**src/pkg/coe_wake_pkg.sv**
```systemverilog
package coe_wake_pkg;

	// ----------------------------------------------------------------
	// Register map.
	// ----------------------------------------------------------------
	// Printed offsets are not all multiples of four, so they are indices.
	localparam logic [7:0] checksum_offload_control_idx = 8'h0D;
	localparam logic [7:0] post_idle_tx_wait_time_idx = 8'h0E;
	localparam int addr_w = 8;

	// ----------------------------------------------------------------
	// Field positions and reset values.
	// ----------------------------------------------------------------
	localparam int rx_engine_enable_bit = 0;
	localparam int rx_start_select_bit = 1;
	localparam int tx_engine_enable_bit = 16;
	localparam int wait_field_w = 24;
	localparam logic [23:0] wait_time_reset = 24'h00001E;
	localparam logic rx_engine_enable_reset = 1'h0;
	localparam logic rx_start_select_reset = 1'h0;
	localparam logic tx_engine_enable_reset = 1'h0;

	// ----------------------------------------------------------------
	// Timing and frame constants.
	// ----------------------------------------------------------------
	localparam int clk_freq_mhz = 50;
	localparam int us_ns = 1000;
	localparam int clk_period_ns = 20;
	localparam int cycles_per_us = us_ns / clk_period_ns;
	localparam logic [5:0] us_tick_last = 6'(cycles_per_us - 1);
	localparam logic [4:0] fixed_l3_offset = 5'h0E;
	localparam logic [4:0] vlan_tag_len = 5'h04;
	localparam logic [4:0] snap_hdr_len = 5'h08;
	localparam logic [15:0] vlan_tpid = 16'h8100;
	localparam logic [15:0] max_len_field = 16'h05DC;
	localparam logic [7:0] snap_llc_byte = 8'hAA;

	// ----------------------------------------------------------------
	// Carriers.
	// ----------------------------------------------------------------
	typedef struct packed {
		logic tx_engine_enable;
		logic rx_start_select;
		logic rx_engine_enable;
	} coe_cfg_t;

	typedef struct packed {
		logic valid;
		logic sof;
		logic [7:0] data;
	} rx_byte_t;

endpackage : coe_wake_pkg

```
**src/rtl/coe_wake_cfg.sv**
```systemverilog
// Behaviour
// - Transmit checksum engine runs only while bit 16 is set; resets clear.
// - With start-select clear the receive checksum starts at frame byte 14.
// - With start-select set VLAN and SNAP are skipped to the layer-3 start.
// - Receive checksum engine runs only while bit 0 is set; resets clear.
// - After idle removal transmission waits the 24-bit microsecond count.
// - The wait field resets to 1E hex, thirty microseconds.
module coe_wake_cfg (
	input wire logic aclk,
	input wire logic aresetn,
	// AXI4-Lite slave.
	input wire logic [9:0] s_axi_awaddr,
	input wire logic s_axi_awvalid,
	output logic s_axi_awready,
	input wire logic [31:0] s_axi_wdata,
	input wire logic [3:0] s_axi_wstrb,
	input wire logic s_axi_wvalid,
	output logic s_axi_wready,
	output logic [1:0] s_axi_bresp,
	output logic s_axi_bvalid,
	input wire logic s_axi_bready,
	input wire logic [9:0] s_axi_araddr,
	input wire logic s_axi_arvalid,
	output logic s_axi_arready,
	output logic [31:0] s_axi_rdata,
	output logic [1:0] s_axi_rresp,
	output logic s_axi_rvalid,
	input wire logic s_axi_rready,
	// MAC side.
	input wire coe_wake_pkg::rx_byte_t rx_in,
	input wire logic lpi_removed,
	output coe_wake_pkg::coe_cfg_t cfg,
	output logic rx_csum_start,
	output logic tx_hold
);

	// ----------------------------------------------------------------
	// Register state.
	// ----------------------------------------------------------------
	coe_wake_pkg::coe_cfg_t cfg_r;
	logic [23:0] wait_r;
	logic [31:0] wdata_r;
	logic [3:0] wstrb_r;
	logic [7:0] widx_r;
	logic aw_held_r;
	logic w_held_r;
	logic bvalid_r;
	logic [31:0] rdata_r;
	logic [1:0] rresp_r;
	logic [1:0] bresp_r;
	logic rvalid_r;

	// ----------------------------------------------------------------
	// Write channel decode.
	// ----------------------------------------------------------------
	// Address and data are captured independently so either may lead.
	logic aw_take;
	logic w_take;
	logic do_write;
	logic hit_coe;
	logic hit_wait;
	logic [31:0] wr_word;
	assign s_axi_awready = !aw_held_r && !bvalid_r;
	assign s_axi_wready = !w_held_r && !bvalid_r;
	assign aw_take = s_axi_awvalid && s_axi_awready;
	assign w_take = s_axi_wvalid && s_axi_wready;
	assign do_write = aw_held_r && w_held_r;
	assign hit_coe = widx_r == coe_wake_pkg::checksum_offload_control_idx;
	assign hit_wait = widx_r == coe_wake_pkg::post_idle_tx_wait_time_idx;

	// Merge the byte lanes with the current register contents.
	logic [31:0] cur_word;
	assign cur_word = hit_coe ? {15'h0000, cfg_r.tx_engine_enable, 14'h0000,
		cfg_r.rx_start_select, cfg_r.rx_engine_enable} : {8'h00, wait_r};
	genvar gi;
	generate
		for (gi = 0; gi < 4; gi++) begin : g_lane
			assign wr_word[gi*8 +: 8] = wstrb_r[gi] ? wdata_r[gi*8 +: 8]
				: cur_word[gi*8 +: 8];
		end
	endgenerate

	// Capture of address and data, then commit once both are held.
	always_ff @(posedge aclk) begin
		if (!aresetn) begin
			aw_held_r <= 1'b0;
			w_held_r <= 1'b0;
			widx_r <= 8'h00;
			wdata_r <= 32'h00000000;
			wstrb_r <= 4'h0;
		end else begin
			if (aw_take) begin
				aw_held_r <= 1'b1;
				widx_r <= s_axi_awaddr[9:2];
			end else if (do_write) begin
				aw_held_r <= 1'b0;
			end
			if (w_take) begin
				w_held_r <= 1'b1;
				wdata_r <= s_axi_wdata;
				wstrb_r <= s_axi_wstrb;
			end else if (do_write) begin
				w_held_r <= 1'b0;
			end
		end
	end

	// Register update; only defined bits are stored.
	always_ff @(posedge aclk) begin
		if (!aresetn) begin
			cfg_r.tx_engine_enable <= coe_wake_pkg::tx_engine_enable_reset;
			cfg_r.rx_start_select <= coe_wake_pkg::rx_start_select_reset;
			cfg_r.rx_engine_enable <= coe_wake_pkg::rx_engine_enable_reset;
			wait_r <= coe_wake_pkg::wait_time_reset;
		end else if (do_write && hit_coe) begin
			cfg_r.tx_engine_enable <=
				wr_word[coe_wake_pkg::tx_engine_enable_bit];
			cfg_r.rx_start_select <= wr_word[coe_wake_pkg::rx_start_select_bit];
			cfg_r.rx_engine_enable <=
				wr_word[coe_wake_pkg::rx_engine_enable_bit];
		end else if (do_write && hit_wait) begin
			wait_r <= wr_word[coe_wake_pkg::wait_field_w-1:0];
		end
	end

	// Write response: unmapped addresses answer SLVERR.
	always_ff @(posedge aclk) begin
		if (!aresetn) begin
			bvalid_r <= 1'b0;
			bresp_r <= 2'b00;
		end else if (do_write) begin
			bvalid_r <= 1'b1;
			bresp_r <= (hit_coe || hit_wait) ? 2'b00 : 2'b10;
		end else if (s_axi_bready) begin
			bvalid_r <= 1'b0;
		end
	end
	assign s_axi_bvalid = bvalid_r;
	assign s_axi_bresp = bresp_r;

	// ----------------------------------------------------------------
	// Read channel.
	// ----------------------------------------------------------------
	logic [7:0] ridx;
	logic r_coe;
	logic r_wait;
	logic [31:0] rd_word;
	assign s_axi_arready = !rvalid_r;
	assign ridx = s_axi_araddr[9:2];
	assign r_coe = ridx == coe_wake_pkg::checksum_offload_control_idx;
	assign r_wait = ridx == coe_wake_pkg::post_idle_tx_wait_time_idx;
	// Reserved positions are forced to zero on the way out.
	assign rd_word = r_coe ? {15'h0000, cfg_r.tx_engine_enable, 14'h0000,
		cfg_r.rx_start_select, cfg_r.rx_engine_enable}
		: r_wait ? {8'h00, wait_r} : 32'h00000000;

	// Read data registered one cycle after the address is taken.
	always_ff @(posedge aclk) begin
		if (!aresetn) begin
			rvalid_r <= 1'b0;
			rdata_r <= 32'h00000000;
			rresp_r <= 2'b00;
		end else if (s_axi_arvalid && !rvalid_r) begin
			rvalid_r <= 1'b1;
			rdata_r <= rd_word;
			rresp_r <= (r_coe || r_wait) ? 2'b00 : 2'b10;
		end else if (s_axi_rready) begin
			rvalid_r <= 1'b0;
		end
	end
	assign s_axi_rvalid = rvalid_r;
	assign s_axi_rdata = rdata_r;
	assign s_axi_rresp = rresp_r;

	// ----------------------------------------------------------------
	// Checksum engine controls.
	// ----------------------------------------------------------------
	// Settings go straight to the engines; software keeps the paths idle
	// while changing them, so no shadow copy is kept here.
	assign cfg = cfg_r;

	logic csum_start_raw;
	rx_l3_locator rx_l3_locator_i (
		.aclk(aclk),
		.aresetn(aresetn),
		.adaptive(cfg_r.rx_start_select),
		.rx_in(rx_in),
		.csum_start(csum_start_raw)
	);
	// A bypassed receive engine gets no start marker.
	assign rx_csum_start = csum_start_raw && cfg_r.rx_engine_enable;

	// ----------------------------------------------------------------
	// Post-idle transmit hold-off.
	// ----------------------------------------------------------------
	// A one-microsecond enable from a divider paces the wait count.
	logic [5:0] div_r;
	logic us_tick;
	logic [23:0] hold_r;
	logic active_r;
	assign us_tick = div_r == coe_wake_pkg::us_tick_last;

	always_ff @(posedge aclk) begin
		if (!aresetn || lpi_removed) begin
			div_r <= 6'h00;
		end else begin
			div_r <= us_tick ? 6'h00 : div_r + 6'h01;
		end
	end

	// Wait is loaded on idle removal and counted down per microsecond.
	always_ff @(posedge aclk) begin
		if (!aresetn) begin
			hold_r <= 24'h000000;
			active_r <= 1'b0;
		end else if (lpi_removed) begin
			hold_r <= wait_r;
			active_r <= wait_r != 24'h000000;
		end else if (active_r && us_tick) begin
			hold_r <= hold_r - 24'h000001;
			active_r <= hold_r != 24'h000001;
		end
	end
	assign tx_hold = active_r;

endmodule : coe_wake_cfg

```
**src/rtl/rx_l3_locator.sv**
```systemverilog
// ----------------------------------------------------------------
// Receive layer-3 start locator.
// ----------------------------------------------------------------
// Counts bytes of each received frame and flags the byte at which the
// receive checksum starts: byte 14 in fixed mode, or after any VLAN tags
// and SNAP header in adaptive mode. Stacked VLAN tags are recognised while the 5-bit start stays under 32,
// with the header walk a single comparison per field.
module rx_l3_locator (
	input wire logic aclk,
	input wire logic aresetn,
	input wire logic adaptive,
	input wire coe_wake_pkg::rx_byte_t rx_in,
	output logic csum_start
);

	logic [10:0] pos_r;
	logic [4:0] start_r;
	logic [4:0] start_nxt;
	logic [7:0] prev_r;
	logic [15:0] word;
	logic [10:0] cur_pos;
	logic is_vlan;
	logic is_len;
	logic is_snap;
	logic [4:0] base;

	// Position of the incoming byte; the first byte of a frame is zero.
	assign cur_pos = rx_in.sof ? 11'h000 : pos_r;
	assign word = {prev_r, rx_in.data};
	assign base = start_r;

	// Header field decode: VLAN and length tested when the type/length field completes, SNAP on the byte after it.
	assign is_vlan = adaptive && word == coe_wake_pkg::vlan_tpid;
	assign is_len = adaptive && word <= coe_wake_pkg::max_len_field;
	assign is_snap = rx_in.data == coe_wake_pkg::snap_llc_byte;

	// Start offset grows as tags are found; fixed mode never moves it.
	always_comb begin
		start_nxt = rx_in.sof ? coe_wake_pkg::fixed_l3_offset : start_r;
		if (rx_in.valid && cur_pos == 11'({6'h00, base} - 11'h001)) begin
			if (is_vlan) begin
				start_nxt = base + coe_wake_pkg::vlan_tag_len;
			end else if (is_len) begin
				start_nxt = base + coe_wake_pkg::snap_hdr_len;
			end
		end
		// A length field without an LLC/SNAP header rolls back.
		if (rx_in.valid && adaptive && start_r > coe_wake_pkg::fixed_l3_offset
			&& cur_pos == 11'({6'h00, base} - 11'h008) && !is_snap
			&& !(start_r == coe_wake_pkg::fixed_l3_offset
			+ coe_wake_pkg::vlan_tag_len)) begin
			start_nxt = base - coe_wake_pkg::snap_hdr_len;
		end
	end

	// Pulse on the first checksummed byte.
	assign csum_start = rx_in.valid && cur_pos == {6'h00, start_r};

	always_ff @(posedge aclk) begin
		if (!aresetn) begin
			pos_r <= 11'h000;
			start_r <= coe_wake_pkg::fixed_l3_offset;
			prev_r <= 8'h00;
		end else begin
			start_r <= start_nxt;
			if (rx_in.valid) begin
				pos_r <= cur_pos + 11'h001;
				prev_r <= rx_in.data;
			end
		end
	end

endmodule : rx_l3_locator

```
**config.mk**
```make
export PLATFORM = sky130hd
export DESIGN_NAME = coe_wake_cfg
export DESIGN_NICKNAME = d
export VERILOG_FILES = /design/src/pkg/coe_wake_pkg.sv /design/src/rtl/coe_wake_cfg.sv /design/src/rtl/rx_l3_locator.sv
export SDC_FILE = /design/constraint.sdc
export NUM_CORES = 1
export LEC_CHECK = 0
export BUFFER_PORTS_ARGS = -buffer_cell sky130_fd_sc_hd__clkbuf_2
export CAP_MARGIN = 20
export CORE_UTILIZATION = 57
export CTS_BUF_LIST = sky130_fd_sc_hd__clkbuf_16
export DETAILED_ROUTE_END_ITERATION = 10
export GPL_TIMING_DRIVEN = 0
export PLACE_DENSITY_LB_ADDON = 0.15
export SLEW_MARGIN = 20
export SYNTH_ARGS = -nofsm -noshare
export SYNTH_HDL_FRONTEND = slang
export SYNTH_HIERARCHICAL = 1
export SYNTH_SLANG_ARGS = --single-unit
```
**constraint.sdc**
```tcl
create_clock -name aclk -period 2.5 [get_ports aclk]
set_input_delay 0.125 -clock aclk [delete_from_list [all_inputs] [get_ports aclk]]
set_output_delay 0.125 -clock aclk [all_outputs]
set_load 0.01 [all_outputs]
```
==> impl_summary.txt, run 1 <==
----------------------------------------------------
[Outcome]
  Outcome ... completed

[Setup path]
  Cell class contributing the biggest share of worst-path delay ... compound AO/OA/AOI/OAI gates
  Worst-path cell with the longest stage delay ... dfxtp_1
  Maximum fanout count along the critical path ... 8
  Data arrival time of the critical path ... 2620 ps
  Startpoint-to-endpoint class of the critical path ... register to register
  Longest individual stage delay on the worst path ... 490 ps
  Type of element capturing the critical path ... register
  Critical path buffers and inverters ... 1
  Critical path, cell by cell ... inv_1 -> ha_1 -> xnor2_1 -> a2111oi_4 -> nand4_2 -> o221ai_1 -> o211ai_1
  Crit path required time ... 2800 ps
  Setup crit start kind ... register

[Synth]
  Post-synthesis compound-gate area fraction ... 18.3%
  Count of yosys warnings during synthesis ... 6
  Post-synth design cell area ... 7300 µm²
  Library cell with the highest instance count after synthesis ... dfxtp_1
  Synth Area in XOR/XNOR ... 2.95%
  Distinct cell type count of the synthesized netlist ... 83
  EDFF count, synth ... 0
  Combinational family with the most area after synthesis ... simple AND/OR/NAND/NOR gates
  Dominant cells by area after synthesis ... dfxtp_1 40%, nand2_1 7.0%, mux2i_1 4.9%, a21boi_0 4.4%, nor2b_1 3.2%
  Top flip-flop cell by instance count after synthesis ... dfxtp_1
  Basic-gate share of the synthesized area counting and, or, nand and nor cells ... 25.5%
  Async S/R FF share, synth ... 0%
  Average cell area after synthesis ... 8.71 µm²
  Top cells by count, synth ... 147 x dfxtp_1, 136 x nand2_1, 45 x nor2_1
  Gate count of the mapped netlist ... 838
  Portion of the post-synthesis area used by sequential elements ... 40.3%
  Mux cell area share after synthesis ... 5.86%
  Library cell occupying the most area in the post-synthesis netlist ... dfxtp_1
  Flip-flop and latch count after synthesis ... 147
  Adder-cell area share of the yosys netlist ... 2.23%
  Post-synth top area share ... 40.3%

[Placement]
  HPWL reported at the end of detailed placement ... 13100 µm
  Placed instance area ... 8020 µm²
  Placed cell count ... 1110
  Count of input and output buffers ... 95
  Routability congestion estimate ... 0.830

[Detailed routing]
  Detailed-route vias per instance ... 5.66
  Wire length per cell ... 16.4 µm
  Overall routed net length ... 19500 µm
  First-pass iteration count of the detailed router ... 5
  Via total after detailed routing ... 6703
  Number of violations reported at the end of detailed-routing iteration 0 ... 458
  Post-route DRC violation count ... 0
  Count of nets left with antenna violations after detail routing ... 0

[Floorplanning]
  Effective utilization at floorplan ... 59.5%
  Floorplan die area ... 13300 µm²
  Boundary pin count ... 120
  Core Footprint ... 12300 µm²
  Overall die width ... 115 µm
  Vertical die dimension ... 115 µm
  Row Count ... 40

[Clocking]
  Inserted Clock Buffers ... 17
  CTS root buf ... clkbuf_16
  Clock tree from TritonCTS ... done
  Number of buffers on the longest clock path ... 2
  Postcts setup bufs ... 0
  Clock edge transition at the registers on the reported setup and hold paths ... 60 ps
  Clock latency of the later-clocked register in the worst-skew pair ... 420 ps
  H-Tree Depth ... 4
  Number of clock sinks ... 147

[STA]
  Actual transition at the worst max-transition pin ... 974 ps
  Final setup violation count ... 0
  Number of slew-limit violations in the final report ... 0
  Hold Slack ... 4.77 ps
  Final cycle utilization of the critical path ... 93.0%
  Final period demand of the worst path ... 2320 ps
  Setup Skew ... 6.35 ps
  Max transition margin ... 34.4%
  Timing-limited maximum frequency ... 0.430 GHz
  Number of hold violations in the final report ... 0
  RSZ-0062 raised after global routing ... no

[GRT]
  Pin count of the biggest net entering global routing ... 17
  Number of antenna violations at the first check in global routing ... 0
  Number of global-route vias before repair ... 6290
  Wire length of the first global-routing pass ... 31300 µm
  Global Route Usage Sum ... 30.4%
  Total overflow reported by the global router ... 0

[Layout]
  Growth of design area from synthesis to finish ... 23.8%
  Nets ... 1092
  Share of cells above drive strength 1 ... 17.8%
  Filler-free cell count of the finished design ... 1185
  Layout filler cell count ... 913
  Cell area after layout ... 9040 µm²
  Utilization after layout ... 73.7%
  Count of inserted antenna diode cells ... 0

[Pwr]
  Max VDD drop ... 504 µV
  Power density over the cells ... 605 nW/µm²
  Static Leakage ... 0.00359 µW

[Job]
  Max-Cap Viols ... 0

[Hold path]
  Class of the tightest hold or removal check ... input port to register

----------------------------------------------------
==> timing repair <==
item                                   4_1_cts  5_1_grt
endpoints found under the hold margin       43        0
setup endpoints to repair                   13        0
gates resized for setup                      1        0
hold buffers                                44        0
==> report_power, final <==
part | total [µW] | switching [µW] | internal, µW | leakage (µW)
combinational | 535 | 299 | 235 | 0.00211
clock | 2450 | 996 | 1460 | 0.000280
sequential | 2480 | 62.1 | 2420 | 0.00120
==> cells in the final DEF, fill, tap and decap left out, drive strengths merged, types with 5 or more instances in the layout <==
cell / netlist / layout
or4: 14 / 14
nand3: 20 / 20
nand2b: 11 / 11
ha: 13 / 13
clkbuf: 36 / 148
nor4: 17 / 17
buf: 23 / 23
a31oi: 14 / 14
or2: 8 / 8
a22oi: 22 / 22
xor2: 7 / 7
conb: 1 / 10
and2: 6 / 6
dfxtp: 147 / 147
mux2i: 36 / 36
xnor2: 15 / 15
o211ai: 7 / 7
nand2: 136 / 136
o21ai: 38 / 38
nor3: 14 / 14
clkinv: 1 / 8
inv: 15 / 19
and3: 8 / 8
a311oi: 9 / 9
or3: 7 / 7
nor2b: 38 / 38
nor2: 45 / 45
mux2: 5 / 5
dlygate4sd3: 0 / 44
o31ai: 6 / 6
a21oi: 17 / 17
a21boi: 43 / 43
==> metal layers <==
metal	vias to the layer above	track usage, %	wire (µm)
li1	3314	-	-
met1	3131	39.6	8740
met2	231	50.1	9370
met3	27	6.33	1040
met4	0	10.1	308
met5	-	0	0
==> final timing paths <==
kind	start	end	slack, ps	depth (start not counted)
max	rx_l3_locator_i/base[3]	rx_l3_locator_i/base[3]	180	7
min	rx_in[3]	rx_l3_locator_i/prev_r[3]	5	3
max reg2reg	rx_l3_locator_i/base[3]	rx_l3_locator_i/base[3]	180	7
min reg2reg	wdata_r[12]	wait_r[12]	460	2
==> area by class of cell <==
cell class / count / area (µm²) / share of cell area, %
buffer: 59 / 288 / 3.18
clock buffer: 17 / 425 / 4.71
clock inverter: 14 / 138 / 1.52
inverter: 16 / 60.1 / 0.665
multi-input combinational: 625 / 4060 / 44.9
sequential: 147 / 2940 / 32.6
tap: 168 / 210 / 2.33
timing repair buffer: 139 / 916 / 10.1
==> kinds of logic after synthesis <==
family / Yosys count
AOI/OAI and AO/OA: 186
xor gates and xnor gates: 23
adders and majority gates: 13
buffers and inverters: 75
DFF: 147
muxes: 41
other: 1
and+or+nand+nor: 352
==> registers in the layout, summed over array words and instances, names as in the netlist, 6 cells and up <==
name / cells
div_r: 6
hold_r: 24
rx_l3_locator_i/pos_r: 11
rx_l3_locator_i/prev_r: 8
s_axi_rdata: 24
wait_r: 24
wdata_r: 24
widx_r: 8
==> tightest hold or removal path, cell delays in order <==
cell	delay, ps
clkbuf_2	110
mux2i_1	80
nor2_1	80
==> through the flow <==
| step | power, µW | setup TNS, ps | setup WS (ps) |
|---|---|---|---|
| after floorplan | 2830 | 0 | 309 |
| after global placement | 2980 | -84.6 | -51.8 |
| after detailed placement | 2990 | -190 | -78.0 |
| after CTS | 5470 | 0 | 196 |
| after global routing | 5660 | 0 | 50.6 |
| final | 5470 | 0 | 175 |
No activity file was read; power rests on OpenSTA's default activity.
==> run 2: changes to the inputs <==
- CORE_UTILIZATION: 57 -> 48
- REMOVE_ABC_BUFFERS: default -> 1
==> run 2 against run 1 <==
The flow now finishes with violations (DRC). Fmax down 3.8%. Worst hold slack better by 3.8 ps. Clock skew up 3.0 ps. Cell count down 3.3%. Count of clock-buffer cells in the layout unchanged. Sequential cell count unchanged. First-iteration DRC count up 4.4%. Register-to-register slack worse by 90 ps. Critical endpoint is now hold_r[16].
==> impl_summary.txt, run 2 (synthesis results as in run 1) <==
----------------------------------------------------
[Layout]
  Commonest non-fill, non-tap cell in the layout ... dfxtp_1 (unchanged)
  Layout filler cell count ... 1260 (was 913)
  Cell area after layout ... 8840 µm² (was 9040 µm²)
  Count of inserted antenna diode cells ... 0 (unchanged)
  Nets ... 1036 (was 1092)
  Growth of design area from synthesis to finish ... 21.2% (was 23.8%)
  Filler-free cell count of the finished design ... 1146 (was 1185)
  Commonest non-fill, non-tap cells in the layout ... 144 x dfxtp_1, 136 x nand2_1, 95 x clkbuf_2, 45 x nor2_1, 44 x dlygate4sd3_1 (was 147 x dfxtp_1, 136 x nand2_1, 96 x clkbuf_2, 45 x nor2_1, 44 x dlygate4sd3_1)
  Share of cells above drive strength 1 ... 17.7% (was 17.8%)

[Clocking]
  Postcts setup bufs ... 0 (unchanged)
  Number of buffers on the longest clock path ... 2 (unchanged)
  Clock tree from TritonCTS ... done (unchanged)
  Clock latency of the later-clocked register in the worst-skew pair ... 420 ps (about the same)
  H-Tree Depth ... 4 (unchanged)
  Inserted Clock Buffers ... 17 (unchanged)
  Number of clock sinks ... 147 (unchanged)
  Clock edge transition at the registers on the reported setup and hold paths ... 60 ps (about the same)
  CTS root buf ... clkbuf_16 (unchanged)

[GRT]
  Global Route Usage Sum ... 23.1% (was 30.4%)
  Number of global-route vias before repair ... 6056 (was 6290)
  Number of antenna violations at the first check in global routing ... 0 (unchanged)
  Wire length of the first global-routing pass ... 29200 µm (was 31300 µm)
  Pin count of the biggest net entering global routing ... 146 (was 17)
  Total overflow reported by the global router ... 0 (unchanged)

[Placement]
  HPWL reported at the end of detailed placement ... 12200 µm (was 13100 µm)
  Placed instance area ... 7780 µm² (was 8020 µm²)
  Routability congestion estimate ... 0.896 (was 0.830)
  Count of input and output buffers ... 96 (was 95)
  Placed cell count ... 1070 (was 1110)
  Worst slack at placement ... -152 ps (was -78.0 ps)

[Floorplanning]
  Boundary pin count ... 120 (unchanged)
  Row Count ... 44 (was 40)
  Floorplan die area ... 15700 µm² (was 13300 µm²)
  Core Footprint ... 14700 µm² (was 12300 µm²)
  Effective utilization at floorplan ... 49.7% (was 59.5%)
  Overall die width ... 125 µm (was 115 µm)
  Vertical die dimension ... 125 µm (was 115 µm)

[STA]
  Hold Slack ... 8.53 ps (was 4.77 ps)
  Setup Skew ... 9.35 ps (was 6.35 ps)
  Timing-limited maximum frequency ... 0.414 GHz (was 0.430 GHz)
  Number of hold violations in the final report ... 0 (unchanged)
  Max transition margin ... 33.0% (was 34.4%)
  Final cycle utilization of the critical path ... 96.6% (was 93.0%)
  Least setup slack across all paths after layout ... 83.9 ps (was 175 ps)
  Final period demand of the worst path ... 2420 ps (was 2320 ps)
  Number of slew-limit violations in the final report ... 0 (unchanged)
  Actual transition at the worst max-transition pin ... 1000 ps (was 974 ps)
  RSZ-0062 raised after global routing ... no (unchanged)
  Final setup violation count ... 0 (unchanged)

[Pwr]
  Sw frac ... 25.4% (was 24.8%)
  Overall power after layout ... 5540 µW (was 5470 µW)
  Switching power ... 1410 µW (was 1360 µW)
  Clk network pwr share ... 46.6% (was 44.8%)
  Combinational share of power ... 8.7% (was 9.8%)
  Flop pwr share ... 44.8% (was 45.4%)
  Max VDD drop ... 614 µV (was 504 µV)
  Cell-internal power ... 4130 µW (was 4110 µW)
  Static Leakage ... 0.00347 µW (was 0.00359 µW)
  Power density over the cells ... 626 nW/µm² (was 605 nW/µm²)

[Hold path]
  Class of the tightest hold or removal check ... input port to register (unchanged)

[Detailed routing]
  Post-route DRC violation count ... 8 (was 0)
  Wire length per cell ... 15.5 µm (was 16.4 µm)
  Via total after detailed routing ... 6408 (was 6703)
  First-pass iteration count of the detailed router ... 7 (was 5)
  Overall routed net length ... 17700 µm (was 19500 µm)
  Number of violations reported at the end of detailed-routing iteration 0 ... 478 (was 458)
  Detailed-route vias per instance ... 5.59 (was 5.66)
  Count of nets left with antenna violations after detail routing ... 0 (unchanged)

[Job]
  Max-Cap Viols ... 0 (unchanged)

[Outcome]
  Outcome ... finished, violations left (was completed)
  Violations in the final reports ... DRC

[Setup path]
  Startpoint-to-endpoint class of the critical path ... register to register (unchanged)
  Data arrival time of the critical path ... 2720 ps (was 2620 ps)
  Crit path required time ... 2810 ps (was 2800 ps)
  Type of element capturing the critical path ... register (unchanged)
  Maximum fanout count along the critical path ... 9 (was 8)
  Setup crit start kind ... register (unchanged)

----------------------------------------------------
[run 2: cell count changes in the layout (fill, tap and decap cells not counted), sizes merged]
cell    previous run  this run
clkbuf           148       113
buf               23         2
inv               19        22
clkinv             8         6
[run 2: layer usage]
metal	vias up	share of wire [%]	track usage, %
met5	-	0	0
met4	0	1.9	8.32
met3	24	4.5	4.84
met2	160	46	37.3
met1	3019	48	30.6
li1	3205	-	-
[run 2: power by group through the flow]
stage / clock (µW) / sequential (µW) / combinational [µW]
after floorplan: 0 / 2520 / 246
after global placement: 0 / 2530 / 406
after detailed placement: 0 / 2530 / 417
after CTS: 2620 / 2480 / 475
after global routing: 2720 / 2490 / 536
final: 2580 / 2480 / 480
[run 2: worst max-delay path, cell delays in order, from the launching register on]
cell,delay [ps]
dfxtp_1,390
ha_1,230
nand3b_1,280
or4_1,780
o31a_2,340
o311a_1,280
[run 2: path summary, 6_finish.rpt]
kind	endpoint	startpoint	depth (start not counted)	slack (ps)
max	hold_r[16]	div_r[0]	5	80
min	rx_l3_locator_i/prev_r[5]	rx_in[5]	3	9
min reg2reg	wait_r[12]	wdata_r[12]	2	460
max reg2reg	hold_r[16]	div_r[0]	5	80
[run 2: area by class of cell]
| cell class | count | area, µm² | share of cell area (%) |
|---|---|---|---|
| timing repair buffer | 142 | 942 | 10.7 |
| clock buffer | 17 | 425 | 4.81 |
| multi-input combinational | 625 | 4070 | 46.0 |
| clock inverter | 15 | 171 | 1.94 |
| inverter | 16 | 60.1 | 0.679 |
| sequential | 147 | 2950 | 33.3 |
| tap | 184 | 230 | 2.60 |
[run 2: repair_timing]
item | 4_1_cts | 5_1_grt
setup endpoints to repair | 10 | 2
gates resized for setup | 1 | 3
gates cloned | 0 | 0
hold buffers | 44 | 0
hold endpoints to repair | 43 | 0
[run 2: per-stage QoR]
stage          TNS, ps  utilization, %
6_report             0            60.2
5_1_grt              0            60.2
4_1_cts              0            60.1
3_5_place_dp     -1370            53.0
3_3_place_gp    -63530            52.8
2_1_floorplan   -14630               -
==> run 3: changes to the inputs <==
==> constraint.sdc (replaced) <==
create_clock -name aclk -period 2.5 [get_ports aclk]
set_input_delay 0.25 -clock aclk [delete_from_list [all_inputs] [get_ports aclk]]
set_output_delay 0.25 -clock aclk [all_outputs]
set_load 0.01 [all_outputs]
==> run 3 against run 2 <==
Setup slack better by 6.3 ps. Cell count down 3.8%. First-iteration DRC count decreased by 15%. Sequential share of layout area grew 1.7 points. Wire length down 2.3%. The run still ends with DRC left. Count of clock-buffer cells in the layout stayed put. Worst hold slack gained 48 ps. Die area unchanged. Fmax increased by 0.26%.
==> impl_summary.txt, run 3 (synthesis results as in run 1) <==
----------------------------------------------------
[Detailed routing]
  Wire length per cell ... 15.7 µm (was 15.5 µm)
  Count of nets left with antenna violations after detail routing ... 0 (unchanged)
  Overall routed net length ... 17300 µm (was 17700 µm)
  Post-route DRC violation count ... 8 (unchanged)
  Via total after detailed routing ... 6258 (was 6408)
  First-pass iteration count of the detailed router ... 8 (was 7)
  Number of violations reported at the end of detailed-routing iteration 0 ... 404 (was 478)
  Detailed-route vias per instance ... 5.68 (was 5.59)

[Job]
  Max-Cap Viols ... 0 (unchanged)

[Layout]
  Layout filler cell count ... 1317 (was 1260)
  Commonest non-fill, non-tap cell in the layout ... dfxtp_1 (unchanged)
  Share of cells above drive strength 1 ... 18.5% (was 17.7%)
  Filler-free cell count of the finished design ... 1102 (was 1146)
  Growth of design area from synthesis to finish ... 15.1% (was 21.2%)
  Count of inserted antenna diode cells ... 0 (unchanged)
  Area occupied by multi-input gates ... 4070 µm² (unchanged)
  Area used by sequential logic in the layout ... 2950 µm² (unchanged)
  Utilization after layout ... 57.2% (was 60.2%)
  Commonest non-fill, non-tap cells in the layout ... 144 x dfxtp_1, 136 x nand2_1, 95 x clkbuf_2, 45 x nor2_1, 43 x a21boi_0 (was 144 x dfxtp_1, 136 x nand2_1, 95 x clkbuf_2, 45 x nor2_1, 44 x dlygate4sd3_1)
  Nets ... 992 (was 1036)

[Placement]
  HPWL reported at the end of detailed placement ... 12200 µm (unchanged)
  Routability congestion estimate ... 0.896 (unchanged)
  Placed cell count ... 1070 (unchanged)
  Count of input and output buffers ... 96 (unchanged)

[Hold path]
  Hold Path Depth ... 3 (unchanged)
  Class of the tightest hold or removal check ... input port to register (unchanged)
  Startpoint of the most critical hold path ... s_axi_wdata[15] (was rx_in[5])
  Min-Delay Endpoint ... wdata_r[15] (was rx_l3_locator_i/prev_r[5])

[STA]
  Setup Skew ... 9.54 ps (was 9.35 ps)
  Hold Slack ... 57.0 ps (was 8.53 ps)
  Final cycle utilization of the critical path ... 96.4% (was 96.6%)
  Timing-limited maximum frequency ... 0.415 GHz (was 0.414 GHz)
  Number of hold violations in the final report ... 0 (unchanged)
  Final period demand of the worst path ... 2410 ps (was 2420 ps)
  Max transition margin ... 34.0% (was 33.0%)
  Total negative slack for setup checks ... 0 ps (unchanged)
  Number of slew-limit violations in the final report ... 0 (unchanged)
  Final setup violation count ... 0 (unchanged)
  Actual transition at the worst max-transition pin ... 988 ps (was 1000 ps)
  RSZ-0062 raised after global routing ... no (unchanged)

[Clocking]
  CTS root buf ... clkbuf_16 (unchanged)
  CTS Hold Buffers Added ... 0 (was 44)
  Clock tree from TritonCTS ... done (unchanged)
  H-Tree Depth ... 4 (unchanged)
  Inserted Clock Buffers ... 17 (unchanged)
  Number of buffers on the longest clock path ... 2 (unchanged)
  Postcts setup bufs ... 0 (unchanged)
  Number of clock sinks ... 147 (unchanged)
  Clock edge transition at the registers on the reported setup and hold paths ... 60 ps (about the same)
  Clock latency of the later-clocked register in the worst-skew pair ... 430 ps (was 420 ps)

[Floorplanning]
  Floorplan die area ... 15700 µm² (unchanged)
  Effective utilization at floorplan ... 49.7% (unchanged)
  Core Footprint ... 14700 µm² (unchanged)
  Row Count ... 44 (unchanged)
  Boundary pin count ... 120 (unchanged)
  Vertical die dimension ... 125 µm (unchanged)
  Overall die width ... 125 µm (unchanged)

[Setup path]
  Longest individual stage delay on the worst path ... 770 ps (was 780 ps)
  FF-to-FF Start ... div_r[0] (unchanged)
  Terminus of the critical flop-to-flop path ... hold_r[16] (unchanged)
  Worst-path cell with the longest stage delay ... or4_1 (unchanged)
  Startpoint-to-endpoint class of the critical path ... register to register (unchanged)
  Setup crit start kind ... register (unchanged)
  Maximum fanout count along the critical path ... 9 (unchanged)
  Type of element capturing the critical path ... register (unchanged)
  Internal reg-to-reg setup slack ... 90 ps (was 80 ps)
  Data arrival time of the critical path ... 2720 ps (about the same)
  Critical path, cell by cell ... ha_1 -> nand3b_1 -> or4_1 -> o31a_2 -> o311a_1 (unchanged)
  Crit path required time ... 2810 ps (about the same)
  Worst reg-to-reg path cell count ... 5 (unchanged)

[GRT]
  Global Route Usage Sum ... 22.6% (was 23.1%)
  Wire length of the first global-routing pass ... 28500 µm (was 29200 µm)
  Total overflow reported by the global router ... 0 (unchanged)
  Pin count of the biggest net entering global routing ... 146 (unchanged)
  Number of antenna violations at the first check in global routing ... 0 (unchanged)
  Number of global-route vias before repair ... 5808 (was 6056)

[Pwr]
  Static Leakage ... 0.00329 µW (was 0.00347 µW)
  Max VDD drop ... 608 µV (was 614 µV)
  Power density over the cells ... 653 nW/µm² (was 626 nW/µm²)

[Outcome]
  Violations in the final reports ... DRC (unchanged)
  Outcome ... finished, violations left (unchanged)

----------------------------------------------------
==> run 3: changes by cell type in the layout (fill, tap and decap cells not counted) <==
| cell | before | now |
|---|---|---|
| dlygate4sd3_1 | 44 | 0 |
==> run 3: area by class of cell <==
cell class                      count  share of cell area, %
Clock buffer                       17                   5.06
Clock inverter                     15                   2.04
Inverter                           16                  0.715
Multi-Input combinational cell    625                   48.4
Sequential cell                   147                   35.1
Tap cell                          184                   2.74
Timing Repair Buffer               98                   5.97
==> run 3: worst max-delay path by stage <==
stage | to | slack (ps) | from | cells past startpoint
finish | hold_r[16] | 90 | div_r[0] | 5
global route | hold_r[16] | 7 | div_r[0] | 5
detailed placement | s_axi_rdata[21] | -150 | s_axi_rvalid | 6
floorplan | s_axi_rdata[10] | -610 | s_axi_rvalid | 4
CTS | s_axi_rdata[21] | 7 | s_axi_rvalid | 6
global placement | s_axi_rdata[9] | -1820 | s_axi_rvalid | 4
==> run 3: stage by stage <==
stage	power (µW)	setup slack (ps)	area (µm²)
final	5490	90.3	8400
after global routing	5690	7.08	8400
after CTS	5520	6.53	8390
after detailed placement	2950	-152	7780
after global placement	2930	-1820	7760
after floorplan	2760	-613	7050
==> run 3: report_power, final <==
group,internal [µW],switching [µW]
Clock,1500,1080
Sequential,2420,60.8
Combinational,167,255
Total,4090,1400
==> run 3: per-layer routing <==
metal / GRT usage (%) / vias to the layer above / part of all wire (%)
li1: - / 3123 / -
met1: 30.5 / 2937 / 47
met2: 35.3 / 178 / 46
met3: 4.84 / 20 / 5.0
met4: 8.82 / 0 / 2.0
met5: 0 / - / 0
==> run 3: worst max-delay path: cells and delay by family, from the launching register on <==
| kind | cells | cell delay [ps] |
|---|---|---|
| AND/OR/NAND/NOR | 2 | 1050 |
| AO/OA/AOI/OAI | 2 | 620 |
| flip-flops | 1 | 390 |
| adder cells (fa/ha/maj) | 1 | 230 |
==> run 3: repair_timing <==
item,in CTS,in global routing
gates cloned,0,0
endpoints found under the setup margin,10,3
resized for setup,1,3
